`src/hw/ucd_regs.vh`:
```
// Purpose: constants for the upstream charger detection and downstream charge control block
// Assumes: 200 MHz aclk, AXI4-Lite register access, 32-bit words
// Notes:   offsets are byte addresses of aligned words
`ifndef UCD_REGS_VH
`define UCD_REGS_VH
// ==============================================================
// register offsets
`define UCD_OFF_CTRL        8'h00
`define UCD_OFF_STATUS      8'h04
`define UCD_OFF_IRQ_STATUS  8'h08
`define UCD_OFF_IRQ_CLEAR   8'h0c
`define UCD_OFF_IRQ_ENABLE  8'h10
`define UCD_OFF_CHARGE_EN   8'h14
`define UCD_OFF_PORT_POWER  8'h18
// ==============================================================
// control field positions
`define UCD_CTRL_DETECT_EN   0
`define UCD_CTRL_ENHANCED    1
`define UCD_CTRL_CFG_DONE    2
`define UCD_CTRL_HUB_PWR     3
`define UCD_CTRL_HUB_PWR_LO  4
`define UCD_CTRL_RST_VAL     32'h0000_0001
// ==============================================================
// interrupt bits
`define UCD_IRQ_DONE      0
`define UCD_IRQ_OVERCUR   1
// ==============================================================
// charger kind codes
`define UCD_KIND_NONE     3'h0
`define UCD_KIND_DCP      3'h1
`define UCD_KIND_CDP      3'h2
`define UCD_KIND_SDP      3'h3
// ==============================================================
// timing, ms and cycles at 200 MHz
`define UCD_CLK_KHZ           200000
`define UCD_T_CONTACT_MS      200
`define UCD_T_SOURCE_MS       80
`define UCD_T_END_MS          80
`define UCD_T_EXIT_MS         50
`define UCD_CYC_CONTACT       (`UCD_T_CONTACT_MS * `UCD_CLK_KHZ)
`define UCD_CYC_SOURCE        (`UCD_T_SOURCE_MS * `UCD_CLK_KHZ)
`define UCD_CYC_END           (`UCD_T_END_MS * `UCD_CLK_KHZ)
`define UCD_CYC_EXIT          (`UCD_T_EXIT_MS * `UCD_CLK_KHZ)
`define UCD_NPORTS            3
`endif

```
`src/hw/ucd_sync.v`:
```
// Purpose: two-flop synchroniser for a bus of pin levels
// Assumes: inputs asynchronous to aclk
// Notes:   first stage read only by second stage
`timescale 1ns/1ps
module ucd_sync #(
  parameter W = 1
) (
  input  wire         aclk,
  input  wire         aresetn,
  input  wire [W-1:0] din,
  input  wire [W-1:0] rst_val,
  output reg  [W-1:0] dout
);
  reg [W-1:0] meta_ff;
  always @(posedge aclk) begin
    if (!aresetn) begin
      // reset to the pins' idle levels, else a false event follows reset
      meta_ff <= rst_val;
      dout    <= rst_val;
    end else begin
      meta_ff <= din;
      dout    <= meta_ff;
    end
  end
endmodule // ucd_sync

```
`src/hw/ucd_top.v`:
```
// Purpose: upstream charger detection sequencer and downstream charge power control
// Assumes: analog comparators deliver levels on pins; 200 MHz aclk
// Notes:   timer lengths are parameters so simulation can shorten them
// Overview of operation
// detection starts itself on entering detect stage
// data lines released while detection disabled
// kind codes 001 dcp 010 cdp 011 sdp
// enhanced mode separates cdp from dcp
// result in status register plus interrupt
// timers 200, 80, 80, 50 ms
// handles bc1.1 and shorted-line chargers alike
// every downstream port may join charging
// hub only acknowledges, never sources current
// charging chosen separately per port
// enable bit n is port n, powers it; here enable bit n+1 powers port n and bit 0 is unused
// charge logic owns power until hub feature set
// overcurrent clears power; charge side needs reset
// timers count clock within tolerance windows
//
// Our own choices: register access over AXI4-Lite and the address map.
`timescale 1ns/1ps
`include "ucd_regs.vh"
module ucd_top #(
  parameter [31:0] CYC_CONTACT = `UCD_CYC_CONTACT,
  parameter [31:0] CYC_SOURCE  = `UCD_CYC_SOURCE,
  parameter [31:0] CYC_END     = `UCD_CYC_END,
  parameter [31:0] CYC_EXIT    = `UCD_CYC_EXIT
) (
  input  wire        aclk,
  input  wire        aresetn,
  input  wire [7:0]  s_axi_awaddr,
  input  wire        s_axi_awvalid,
  output reg         s_axi_awready,
  input  wire [31:0] s_axi_wdata,
  input  wire [3:0]  s_axi_wstrb,
  input  wire        s_axi_wvalid,
  output reg         s_axi_wready,
  output reg  [1:0]  s_axi_bresp,
  output reg         s_axi_bvalid,
  input  wire        s_axi_bready,
  input  wire [7:0]  s_axi_araddr,
  input  wire        s_axi_arvalid,
  output reg         s_axi_arready,
  output reg  [31:0] s_axi_rdata,
  output reg  [1:0]  s_axi_rresp,
  output reg         s_axi_rvalid,
  input  wire        s_axi_rready,
  input  wire        charger_detect_stage,
  input  wire        contact_sense,
  input  wire        dat_det_sense,
  input  wire        short_sense,
  input  wire [2:0]  overcurrent_sense_n,
  output reg         dp_src_en_ff,
  output reg         dm_sink_en_ff,
  output reg         dp_oe_ff,
  output reg         dm_oe_ff,
  output reg  [2:0]  port_power_bit,
  output reg  [2:0]  charge_ack_en_ff,
  output reg         irq_ff
);
  // ==============================================================
  // pin synchronisers
  wire [6:0] pins_s;
  ucd_sync #(.W(7)) u_sync (
    .aclk    (aclk),
    .aresetn (aresetn),
    .din     ({overcurrent_sense_n, short_sense, dat_det_sense,
                contact_sense, charger_detect_stage}),
    .rst_val (7'h70), // overcurrent pins idle high
    .dout    (pins_s)
  );
  wire       stage_s   = pins_s[0];
  wire       contact_s = pins_s[1];
  wire       datdet_s  = pins_s[2];
  wire       short_s   = pins_s[3];
  wire [2:0] overcurrent_sense_n_s   = pins_s[6:4];

  // ==============================================================
  // registers
  reg  [31:0] ctrl_ff;
  reg  [2:0]  kind_ff;
  reg         done_ff;
  reg  [1:0]  irq_sts_ff;
  reg  [1:0]  irq_en_ff;
  reg  [3:0]  charge_en_ff;
  reg         stage_d_ff;
  wire        det_en    = ctrl_ff[`UCD_CTRL_DETECT_EN];
  wire        enhanced  = ctrl_ff[`UCD_CTRL_ENHANCED];
  wire        cfg_done  = ctrl_ff[`UCD_CTRL_CFG_DONE];
  wire        hub_pwr   = ctrl_ff[`UCD_CTRL_HUB_PWR];
  wire [2:0]  hub_power = {ctrl_ff[`UCD_CTRL_HUB_PWR_LO+2], ctrl_ff[`UCD_CTRL_HUB_PWR_LO+1],
                           ctrl_ff[`UCD_CTRL_HUB_PWR_LO]};

  // ==============================================================
  // detection state machine
  localparam [6:0] ST_IDLE    = 7'h01;
  localparam [6:0] ST_CONTACT = 7'h02;
  localparam [6:0] ST_SOURCE  = 7'h04;
  localparam [6:0] ST_SECOND  = 7'h08;
  localparam [6:0] ST_END     = 7'h10;
  localparam [6:0] ST_EXIT    = 7'h20;
  localparam [6:0] ST_DONE    = 7'h40;
  reg  [6:0]  state_ff;
  reg  [6:0]  nxt_state;
  reg  [31:0] tmr_ff;
  reg  [31:0] nxt_tmr;
  reg  [2:0]  nxt_kind;
  reg         done_evt;
  wire        tmr_zero = (tmr_ff == 32'h0000_0000);
  wire        stage_rise = stage_s & ~stage_d_ff;

  always @* begin
    nxt_state = state_ff;
    nxt_tmr   = tmr_zero ? tmr_ff : tmr_ff - 32'h0000_0001;
    nxt_kind  = kind_ff;
    done_evt  = 1'b0;
    case (state_ff)
      ST_IDLE: begin
        if (stage_rise && det_en) begin
          nxt_state = ST_CONTACT;
          nxt_tmr   = CYC_CONTACT - 32'h0000_0001;
          nxt_kind  = `UCD_KIND_NONE;
        end
      end
      ST_CONTACT: begin
        // timeout also proceeds: non-compliant chargers lack contact pins
        if (contact_s || tmr_zero) begin
          nxt_state = ST_SOURCE;
          nxt_tmr   = CYC_SOURCE - 32'h0000_0001;
        end
      end
      ST_SOURCE: begin
        if (tmr_zero) begin
          if (short_s) begin
            nxt_kind = `UCD_KIND_DCP;
          end else if (datdet_s) begin
            nxt_kind = `UCD_KIND_DCP;
          end else begin
            nxt_kind = `UCD_KIND_SDP;
          end
          if (datdet_s && enhanced && !short_s) begin
            nxt_state = ST_SECOND;
            nxt_tmr   = CYC_SOURCE - 32'h0000_0001;
          end else begin
            nxt_state = ST_END;
            nxt_tmr   = CYC_END - 32'h0000_0001;
          end
        end
      end
      ST_SECOND: begin
        if (tmr_zero) begin
          // reflection gone with dp source off and dm sink on means downstream charging port
          nxt_kind  = datdet_s ? `UCD_KIND_DCP : `UCD_KIND_CDP;
          nxt_state = ST_END;
          nxt_tmr   = CYC_END - 32'h0000_0001;
        end
      end
      ST_END: begin
        if (tmr_zero) begin
          nxt_state = ST_DONE;
          done_evt  = 1'b1;
        end
      end
      ST_EXIT: begin
        if (tmr_zero) begin
          nxt_state = ST_IDLE;
        end
      end
      ST_DONE: begin
        if (!stage_s) begin
          nxt_state = ST_IDLE;
        end
      end
      default: begin
        nxt_state = ST_IDLE;
      end
    endcase
    if (!det_en && state_ff != ST_IDLE && state_ff != ST_EXIT) begin
      nxt_state = ST_EXIT;
      nxt_tmr   = CYC_EXIT - 32'h0000_0001;
    end
  end

  always @(posedge aclk) begin
    if (!aresetn) begin
      state_ff      <= ST_IDLE;
      tmr_ff        <= 32'h0000_0000;
      kind_ff       <= `UCD_KIND_NONE;
      done_ff       <= 1'b0;
      stage_d_ff    <= 1'b0;
      dp_src_en_ff  <= 1'b0;
      dm_sink_en_ff <= 1'b0;
      dp_oe_ff      <= 1'b0;
      dm_oe_ff      <= 1'b0;
    end else begin
      state_ff      <= nxt_state;
      tmr_ff        <= nxt_tmr;
      kind_ff       <= nxt_kind;
      stage_d_ff    <= stage_s;
      done_ff       <= (nxt_state == ST_DONE);
      dp_src_en_ff  <= (nxt_state == ST_SOURCE);
      dm_sink_en_ff <= (nxt_state == ST_SOURCE) | (nxt_state == ST_SECOND);
      // lines float outside active steps, always when disabled
      dp_oe_ff      <= det_en & ((nxt_state == ST_CONTACT) | (nxt_state == ST_SOURCE));
      dm_oe_ff      <= det_en & ((nxt_state == ST_SOURCE) | (nxt_state == ST_SECOND));
    end
  end

  // ==============================================================
  // downstream port power
  reg [2:0] oc_lock_ff;
  genvar gi;
  generate
    for (gi = 0; gi < `UCD_NPORTS; gi = gi + 1) begin : g_port
      wire ch_en = charge_en_ff[gi+1];
      always @(posedge aclk) begin
        if (!aresetn) begin
          port_power_bit[gi]   <= 1'b0;
          oc_lock_ff[gi]       <= 1'b0;
          charge_ack_en_ff[gi] <= 1'b0;
        end else begin
          // ack only; current switching is external
          charge_ack_en_ff[gi] <= ch_en & cfg_done;
          if (!overcurrent_sense_n_s[gi]) begin
            port_power_bit[gi] <= 1'b0;
            oc_lock_ff[gi]     <= 1'b1;
          end else if (hub_pwr) begin
            port_power_bit[gi] <= hub_power[gi];
          end else begin
            port_power_bit[gi] <= ch_en & cfg_done & ~oc_lock_ff[gi];
          end
        end
      end
    end
  endgenerate

  // ==============================================================
  // interrupts
  wire [1:0] irq_evt = {|(~overcurrent_sense_n_s & port_power_bit), done_evt};
  reg  [1:0] irq_clr;
  always @(posedge aclk) begin
    if (!aresetn) begin
      irq_sts_ff <= 2'h0;
      irq_ff     <= 1'b0;
    end else begin
      // set wins over clear
      irq_sts_ff <= (irq_sts_ff & ~irq_clr) | irq_evt;
      irq_ff     <= |(irq_sts_ff & irq_en_ff);
    end
  end

  // ==============================================================
  // axi4-lite slave
  reg        aw_hold_ff;
  reg        w_hold_ff;
  reg [7:0]  awaddr_ff;
  reg [31:0] wdata_ff;
  reg [3:0]  wstrb_ff;
  wire       wr_go = aw_hold_ff & w_hold_ff & ~s_axi_bvalid;
  reg [31:0] wmask;
  always @* begin
    wmask = {{8{wstrb_ff[3]}}, {8{wstrb_ff[2]}}, {8{wstrb_ff[1]}}, {8{wstrb_ff[0]}}};
    irq_clr = 2'h0;
    if (wr_go && awaddr_ff == `UCD_OFF_IRQ_CLEAR) begin
      irq_clr = wdata_ff[1:0] & wmask[1:0];
    end
  end

  always @(posedge aclk) begin
    if (!aresetn) begin
      s_axi_awready <= 1'b0;
      s_axi_wready  <= 1'b0;
      s_axi_bvalid  <= 1'b0;
      s_axi_bresp   <= 2'h0;
      aw_hold_ff    <= 1'b0;
      w_hold_ff     <= 1'b0;
      awaddr_ff     <= 8'h00;
      wdata_ff      <= 32'h0000_0000;
      wstrb_ff      <= 4'h0;
      ctrl_ff       <= `UCD_CTRL_RST_VAL;
      irq_en_ff     <= 2'h0;
      charge_en_ff  <= 4'h0;
    end else begin
      s_axi_awready <= ~aw_hold_ff & ~s_axi_awready & s_axi_awvalid;
      s_axi_wready  <= ~w_hold_ff & ~s_axi_wready & s_axi_wvalid;
      if (s_axi_awvalid && s_axi_awready) begin
        aw_hold_ff <= 1'b1;
        awaddr_ff  <= s_axi_awaddr;
      end
      if (s_axi_wvalid && s_axi_wready) begin
        w_hold_ff <= 1'b1;
        wdata_ff  <= s_axi_wdata;
        wstrb_ff  <= s_axi_wstrb;
      end
      if (wr_go) begin
        aw_hold_ff   <= 1'b0;
        w_hold_ff    <= 1'b0;
        s_axi_bvalid <= 1'b1;
        s_axi_bresp  <= 2'h0;
        case (awaddr_ff)
          `UCD_OFF_CTRL:       ctrl_ff <= (ctrl_ff & ~wmask) | (wdata_ff & wmask & 32'h0000_007f);
          `UCD_OFF_IRQ_ENABLE: irq_en_ff <= wmask[0] ? wdata_ff[1:0] : irq_en_ff;
          `UCD_OFF_CHARGE_EN:  charge_en_ff <= wmask[0] ? (wdata_ff[3:0] & 4'he) : charge_en_ff;
          `UCD_OFF_IRQ_CLEAR:  s_axi_bresp <= 2'h0;
          `UCD_OFF_STATUS:     s_axi_bresp <= 2'h0;
          `UCD_OFF_IRQ_STATUS: s_axi_bresp <= 2'h0;
          `UCD_OFF_PORT_POWER: s_axi_bresp <= 2'h0;
          default:             s_axi_bresp <= 2'h2;
        endcase
      end else if (s_axi_bvalid && s_axi_bready) begin
        s_axi_bvalid <= 1'b0;
      end
    end
  end

  always @(posedge aclk) begin
    if (!aresetn) begin
      s_axi_arready <= 1'b0;
      s_axi_rvalid  <= 1'b0;
      s_axi_rdata   <= 32'h0000_0000;
      s_axi_rresp   <= 2'h0;
    end else begin
      s_axi_arready <= ~s_axi_arready & ~s_axi_rvalid & s_axi_arvalid;
      if (s_axi_arvalid && s_axi_arready) begin
        s_axi_rvalid <= 1'b1;
        s_axi_rresp  <= 2'h0;
        case (s_axi_araddr)
          `UCD_OFF_CTRL:       s_axi_rdata <= ctrl_ff;
          `UCD_OFF_STATUS:     s_axi_rdata <= {21'h0, state_ff, done_ff, kind_ff};
          `UCD_OFF_IRQ_STATUS: s_axi_rdata <= {30'h0, irq_sts_ff};
          `UCD_OFF_IRQ_CLEAR:  s_axi_rdata <= 32'h0000_0000;
          `UCD_OFF_IRQ_ENABLE: s_axi_rdata <= {30'h0, irq_en_ff};
          `UCD_OFF_CHARGE_EN:  s_axi_rdata <= {28'h0, charge_en_ff};
          `UCD_OFF_PORT_POWER: s_axi_rdata <= {25'h0, oc_lock_ff, 1'b0, port_power_bit};
          default: begin
            s_axi_rdata <= 32'h0000_0000;
            s_axi_rresp <= 2'h2;
          end
        endcase
      end else if (s_axi_rvalid && s_axi_rready) begin
        s_axi_rvalid <= 1'b0;
      end
    end
  end
endmodule // ucd_top

```
`config.mk`:
```
export PLATFORM = sky130hd
export DESIGN_NAME = ucd_top
export DESIGN_NICKNAME = d
export VERILOG_FILES = /design/src/hw/ucd_sync.v /design/src/hw/ucd_top.v
export VERILOG_INCLUDE_DIRS = /design/src /design/src/hw
export SDC_FILE = /design/constraint.sdc
export NUM_CORES = 1
export LEC_CHECK = 0
export BUFFER_PORTS_ARGS = -buffer_cell sky130_fd_sc_hd__buf_2
export CELL_PAD_IN_SITES_DETAIL_PLACEMENT = 1
export CELL_PAD_IN_SITES_GLOBAL_PLACEMENT = 1
export CORE_MARGIN = 4
export CORE_UTILIZATION = 42
export DETAILED_ROUTE_END_ITERATION = 8
export GPL_TIMING_DRIVEN = 0
export HOLD_SLACK_MARGIN = 0.05
export PLACE_DENSITY_LB_ADDON = 0.2
export SYNTH_ARGS = -nofsm -noshare
export SYNTH_HDL_FRONTEND = slang
export SYNTH_SLANG_ARGS = --single-unit
```
`constraint.sdc`:
```
create_clock -name aclk -period 3.8 [get_ports aclk]
set_input_delay 0.19 -clock aclk [delete_from_list [all_inputs] [get_ports aclk]]
set_output_delay 0.19 -clock aclk [all_outputs]
set_load 0.005 [all_outputs]
```
Word level (Yosys, flattened, before mapping)
Cells that the tools add are included.
{"block": "op_classes", "n_addsub": 1, "eq_ne": 28, "n_mux": 36, "bitwise_logic": 42, "reduce_logical": 34}
{"cell": "$pmux 32 s6", "n": 1}
{"cell": "$mux 32", "n": 4}
{"cell": "$pmux 32 s3", "n": 1}
{"cell": "$mux 7", "n": 8}
{"cell": "$pmux 7 s7", "n": 1}
{"cell": "$eq 8x5->1 const B", "n": 6}
{"cell": "$and 32x32->32", "n": 1}
{"cell": "$eq 8x4->1 const B", "n": 4}
{"cell": "$logic_not 32->1", "n": 1}
{"cell": "$not 32->32", "n": 1}
{"cell": "$or 32x7->32", "n": 1}
{"cell": "$sub 32x1->32 const B", "n": 1}
{"cell": "$mux 24", "n": 1}
{"cell": "$and 1x1->1", "n": 17}
{"cell": "$eq 8x3->1 const B", "n": 2}
{"cell": "$logic_not 8->1", "n": 2}
{"cell": "$eq 7x2->1 const B", "n": 2}
{"cell": "$eq 7x3->1 const B", "n": 2}
{"cell": "$eq 7x4->1 const B", "n": 2}
{"cell": "$eq 7x7->1 const B", "n": 2}
{"cell": "$reduce_or 7->1", "n": 2}
{"cell": "$mux 2", "n": 6}
{"cell": "$not 1->1", "n": 12}
{"cell": "$logic_and 1x1->1", "n": 11}
{"cell": "26 further kinds", "n": 50}
{"block": "word_totals", "regBits": 173, "in_bits": 66, "output_inout_bits": 52, "wordCells": 180}

Depth between registers and ports, before layout
{"block": "depth", "ltp_word": 9, "mapped_depth": 10, "depth_no_buf": 8}

Modules after synthesis
A second synthesis with hierarchy kept.
{"block": "hier_totals", "hier_cells": 784, "area_unflattened_um2": 6994.2}
{"module": "ucd_top", "n_inst": 1, "cells_each": 755, "area_per_inst_um2": 6545.0, "seq_area_each_um2": 3123.0}
{"module": "ucd_sync", "n_inst": 1, "cells_each": 29, "area_per_inst_um2": 449.2, "seq_area_each_um2": 280.3}

Worst setup path before layout
No wires, ideal clock.
{"block": "synth_path", "path_type": "register -> register", "start": "register tmr_ff[8]", "end": "register kind_ff[1]", "setup_ps": 70, "arrival_ps": 2916, "required_time_ps": 3730, "path_slack_ps": 814, "path_stages_with_launch": 10, "path_buffers": 3, "synth_period_minus_slack_ps": 2986, "path_cell_list": "dfxtp_1 > or4_1 > buf_2 > or3_1 > buf_2 > or4_4 > buf_6 > o21a_1 > or4_1 > a21oi_1"}
{"block": "synth_between", "elab_chain_cells": 3, "word_cells_on_any_way": 4, "classes_between": "eq/ne: 2; reduce/logical: 2"}
{"element": "start, declared", "line": "ucd_top.v:105", "rtl": "reg [31:0] tmr_ff;"}
{"element": "start signal, assigned", "line": "ucd_top.v:197", "rtl": "tmr_ff <= nxt_tmr;"}
{"element": "$logic_not 32->1 (*)", "line": "ucd_top.v:109", "rtl": "wire tmr_zero = (tmr_ff == 32'h0000_0000);"}
{"element": "$ne 2x2->1 (no line)"}
{"element": "$reduce_and 4->1 (no line) (*)"}
{"element": "end signal, assigned", "line": "ucd_top.v:188", "rtl": "kind_ff <= `UCD_KIND_NONE;"}
{"element": "end signal, assigned", "line": "ucd_top.v:198", "rtl": "kind_ff <= nxt_kind;"}
{"element": "end, declared", "line": "ucd_top.v:81", "rtl": "reg [2:0] kind_ff;"}
Every way passes the cells marked *; elsewhere a longest branch is shown, timed or not.
A chain may end at the register's enable or synchronous reset.

Final worst setup path
{"block": "layout_path", "start": "register tmr_ff[18]", "end": "register dp_oe_ff"}
{"block": "layout_between", "elab_chain_cells": 8, "word_cells_on_any_way": 13, "classes_between": "eq/ne: 2; mux: 7; bitwise: 2; reduce/logical: 2"}
{"element": "$logic_not 32->1 (*)", "line": "ucd_top.v:109"}
{"element": "$logic_or 1x1->1", "line": "ucd_top.v:127", "rtl": "if (contact_s || tmr_zero) begin"}
{"element": "$mux 7", "line": "ucd_top.v:127"}
{"element": "$pmux 7 s7 (*)", "line": "ucd_top.v:117", "rtl": "case (state_ff)"}
{"element": "$mux 7 (*)", "line": "ucd_top.v:178", "rtl": "if (!det_en && state_ff != ST_IDLE && state_ff != ST_EXIT) begin"}
{"element": "$eq 7x2->1 or $eq 7x3->1 (tied branches)", "line": "ucd_top.v:204", "rtl": "dp_oe_ff <= det_en & ((nxt_state == ST_CONTACT) | (nxt_state == ST_SOURCE));"}
{"element": "$or 1x1->1 (*)", "line": "ucd_top.v:204"}
{"element": "$and 1x1->1 (*)", "line": "ucd_top.v:204"}
{"element": "end signal, assigned", "line": "ucd_top.v:204"}
{"element": "end, declared", "line": "ucd_top.v:55", "rtl": "output reg dp_oe_ff,"}
Marks and branches as above.

==> run summary <==
The run finished with clean final reports. STA classifies the critical path startpoint as a flip-flop. The xor and xnor area share after synthesis is 2.329%, and the share of the clock period used by the worst path is 89.50%. The post-synthesis async set-or-reset flop share came out at 0%.

The maximum level of the CTS H-tree is 4, and the area of the die is 18220 um2. The wire length reported by the detailed router is 21160 um, and the buffer depth of the longest clock path is 2. Leaving out fill and tap cells, the most frequent cell in the layout is sky130_fd_sc_hd__dfxtp_1.

The worst hold path belongs to the class in2reg. Across every metal layer, demand over resource in global routing totals 23.72%. TritonCTS built the clock tree. The critical path is of the reg2reg type.

Overall power consumption after layout is estimated at 5.013 mW. Number of global-route vias before repair: 6537. In this run the cell area of the synthesized design comes to 6770 um2. Initial core utilization: 42.77%. The dominant combinational cell family by area after synthesis is simple AND/OR/NAND/NOR gates. The overall die height came out at 135.0 um. In the layout the commonest cells are sky130_fd_sc_hd__dfxtp_1 (170), sky130_fd_sc_hd__buf_2 (90), sky130_fd_sc_hd__nor2_1 (79).

In this design, the stage delay of the slowest critical-path cell is 0.62 ns. Synthesis inferred 170 register bits. Clock tree synthesis found a total of 170 sinks.

The first global-routing pass estimated 34530 um of wire. The total setup violations reported at the end of the flow came out at 0. Global routing finished with a remaining overflow of 0. The share of the Yosys chip area taken by registers is 50.27%. Pin placement for this block handled 118 I/O pins.

The count of antenna diodes in the layout is 0. The simple-gate area share of the yosys netlist came out at 25.21%. The tools report the number of iterations in the first detailed-routing pass as 4. The synthesized netlist devotes 15.19% of its cell area to compound gates.

The average detailed-routed wire length per instance is 18.86 um, and the max-capacitance violation count is 0. The worst pin sits at a relative slew slack of 16.73%. The cell leakage power is 3.366 nW, and the maximum number of pins on one net before global-route repair is 18. Final hold analysis gives a worst-case slack of 0.1549 ns. The number of routed nets with antenna violations is 0, and the routability-driven placement congestion ratio is 0.8507.

VDD sags by at most 324.0 uV. The worst register-to-register path has a setup slack of 0.40 ns. The tools report the count of yosys warnings during synthesis as 0. The tools report the number of library cell types mapped by synthesis as 63. Along the worst path, the maximum fanout reaches 10. The core outline area is 15830 um2, and the detailed-placement wirelength estimate is 14940 um. The mux contribution to synthesized area works out to 3.160%. Most frequently used flop master after synthesis: sky130_fd_sc_hd__dfxtp_1. On the critical path, the stage with the largest delay is an instance of sky130_fd_sc_hd__or4_1.

The shortest clock period the worst path allows after layout came out at 3.401 ns. The cell area power density works out to 598.3 nW/um2. The clock-pin slew on the worst setup and hold paths is 0.07 ns, and the share of post-route cells with drive strength above 1 is 15.12%. The number of I/O port buffers works out to 88. After synthesis, the mean cell area works out to 8.967 um2. Setup repair after global routing left no endpoint under its margin. The tools report the number of remaining DRC errors as 0.

The area share of fa/ha/maj cells after synthesis was 0.3696%; the final count of hold timing violations was 0. The die is 135.0 um wide. Vias per cell: 5.535. The tools report the library cell used as clock root buffer as sky130_fd_sc_hd__clkbuf_16. TritonCTS created 17 clock buffers. STA puts the critical path data required time at 4.16 ns. The layout has 1850 filler cells.

The tools report the number of rows in the core area as 46. For the worst setup path, the data arrival time is 3.76 ns. Traced cell by cell, the critical path runs through or4_1 > or4_1 > clkbuf_1 > or4_4 > buf_6 > clkbuf_1 > o21ai_1 > o2111ai_1 > a21oi_1. For this run, the post-layout net count is 961. For this run, the top clock speed supported by timing is 0.2940 GHz.

The tools report the latest clock arrival within the worst-skew pair as 0.44 ns. For the number of antenna violations at the first check in global routing, the log shows 0. The worst setup path is captured at a flip-flop. At the pin with the least slew margin, the transition time is 1.239 ns. The first routing iteration left 360 violations.

For the final routed database, the setup TNS stands at 0 ns. The multi-input combinational cells in the finished layout cover a total of 3146 um2. The logs give 0 for the count of final max-slew check failures and 3403 um2 for the combined flip-flop and latch cell area.

For the clock skew after layout, the log shows 0.01199 ns. The area growth from synthesis to layout is 23.77%. Counting every instance in the synthesized netlist gives 755. The number of enable flip-flop cells after synthesis was 0; the via count was 6210.
kinds of logic after synthesis:
group                      count (synthesis)
AOI/OAI and AO/OA                        159
other                                      1
muxes                                     21
and+or+nand+nor                          327
DFF                                      170
buffers and inverters                     57
xor gates and xnor gates                  18
adders and majority gates                  2
registers in the layout, indices dropped and copies added (netlist names), 3 cells and up, named ones only:
name              cells
s_axi_rdata          32
tmr_ff               32
ctrl_ff              25
awaddr_ff             8
state_ff              7
u_sync.dout           7
u_sync.meta_ff        7
wdata_ff              7
wstrb_ff              4
charge_ack_en_ff      3
charge_en_ff          3
oc_lock_ff            3
port_power_bit        3
Yosys cell counts (4+ instances only):
master,number,share of area [%]
sky130_fd_sc_hd__or3_1,11,1.0
sky130_fd_sc_hd__and2_1,37,3.4
sky130_fd_sc_hd__nor4b_1,6,0.78
sky130_fd_sc_hd__nor2_1,79,4.4
sky130_fd_sc_hd__and3_1,8,0.74
sky130_fd_sc_hd__nand2b_1,14,1.3
sky130_fd_sc_hd__nand3b_1,4,0.44
sky130_fd_sc_hd__nand2_1,63,3.5
sky130_fd_sc_hd__a21oi_1,60,4.4
sky130_fd_sc_hd__o31ai_1,8,0.89
sky130_fd_sc_hd__xor2_1,7,0.91
sky130_fd_sc_hd__nand3_1,19,1.4
sky130_fd_sc_hd__buf_1,7,0.39
sky130_fd_sc_hd__dfxtp_1,170,50
sky130_fd_sc_hd__clkbuf_1,33,1.8
sky130_fd_sc_hd__nor3_1,29,2.1
sky130_fd_sc_hd__nand4_1,6,0.55
sky130_fd_sc_hd__nor2b_1,9,0.83
sky130_fd_sc_hd__a31oi_1,10,0.92
sky130_fd_sc_hd__a22oi_1,29,3.2
sky130_fd_sc_hd__mux2i_1,18,2.7
sky130_fd_sc_hd__o21ai_0,16,1.2
sky130_fd_sc_hd__or4_1,18,2.0
sky130_fd_sc_hd__xnor2_1,11,1.4
sky130_fd_sc_hd__o21a_1,6,0.67
sky130_fd_sc_hd__nor4_1,10,0.92
sky130_fd_sc_hd__inv_1,12,0.67
final timing paths:
check | from | end | cells after the start
max | tmr_ff[18] | dp_oe_ff | 9
min | s_axi_awvalid | s_axi_awready | 3
max reg2reg | tmr_ff[18] | dp_oe_ff | 9
min reg2reg | u_sync.meta_ff[5] | u_sync.dout[5] | 1
worst max-delay path, delay by kind of cell (launching register included):
family	cells	cell delay, ns
compound gates	3	0.75
simple gates	3	1.62
flops	1	0.35
buf+inv	3	0.60
power by group:
group / total [mW] / switching, mW / internal, mW
sequential: 2.07 / 0.143 / 1.92
combinational: 1.21 / 0.753 / 0.457
clock: 1.74 / 0.790 / 0.946
total: 5.01 / 1.69 / 3.33
layout make-up:
class                           instances  area share [%]
Multi-Input combinational cell        529           37.54
Clock inverter                         14           1.777
Timing Repair Buffer                  118           8.840
Sequential cell                       170           40.62
Tap cell                              216           3.225
Inverter                               12          0.5376
Clock buffer                           18           5.241
Buffer                                 45           2.225
stage by stage:
| step | setup WS, ns | instances | area (um2) | utilization, % |
|---|---|---|---|---|
| after global placement | 0.3938 | 1060 | 7485 | 47.29 |
| after floorplan | 0.8136 | 756 | 6774 | - |
| after global routing | 0.1341 | 1122 | 8379 | 52.94 |
| after CTS | 0.2671 | 1122 | 8373 | 52.90 |
| final | 0.3989 | 1122 | 8379 | 52.94 |
| after detailed placement | 0.2984 | 1060 | 7485 | 47.29 |
metal layers:
metal | GRT usage (%) | vias to the layer above | wire [um]
li1 | - | 2973 | -
met1 | 30.74 | 3057 | 9257
met2 | 40.66 | 150 | 10720
met3 | 3.614 | 30 | 854
met4 | 7.839 | 0 | 332
met5 | 0 | - | 0
what timing repair did:
action	CTS	global route
endpoints found under the hold margin	30	0
setup endpoints to repair	0	4
gates resized for setup	0	1
setup buffers	0	0
hold buffers	30	0
(Power assumes the default switching activity.)
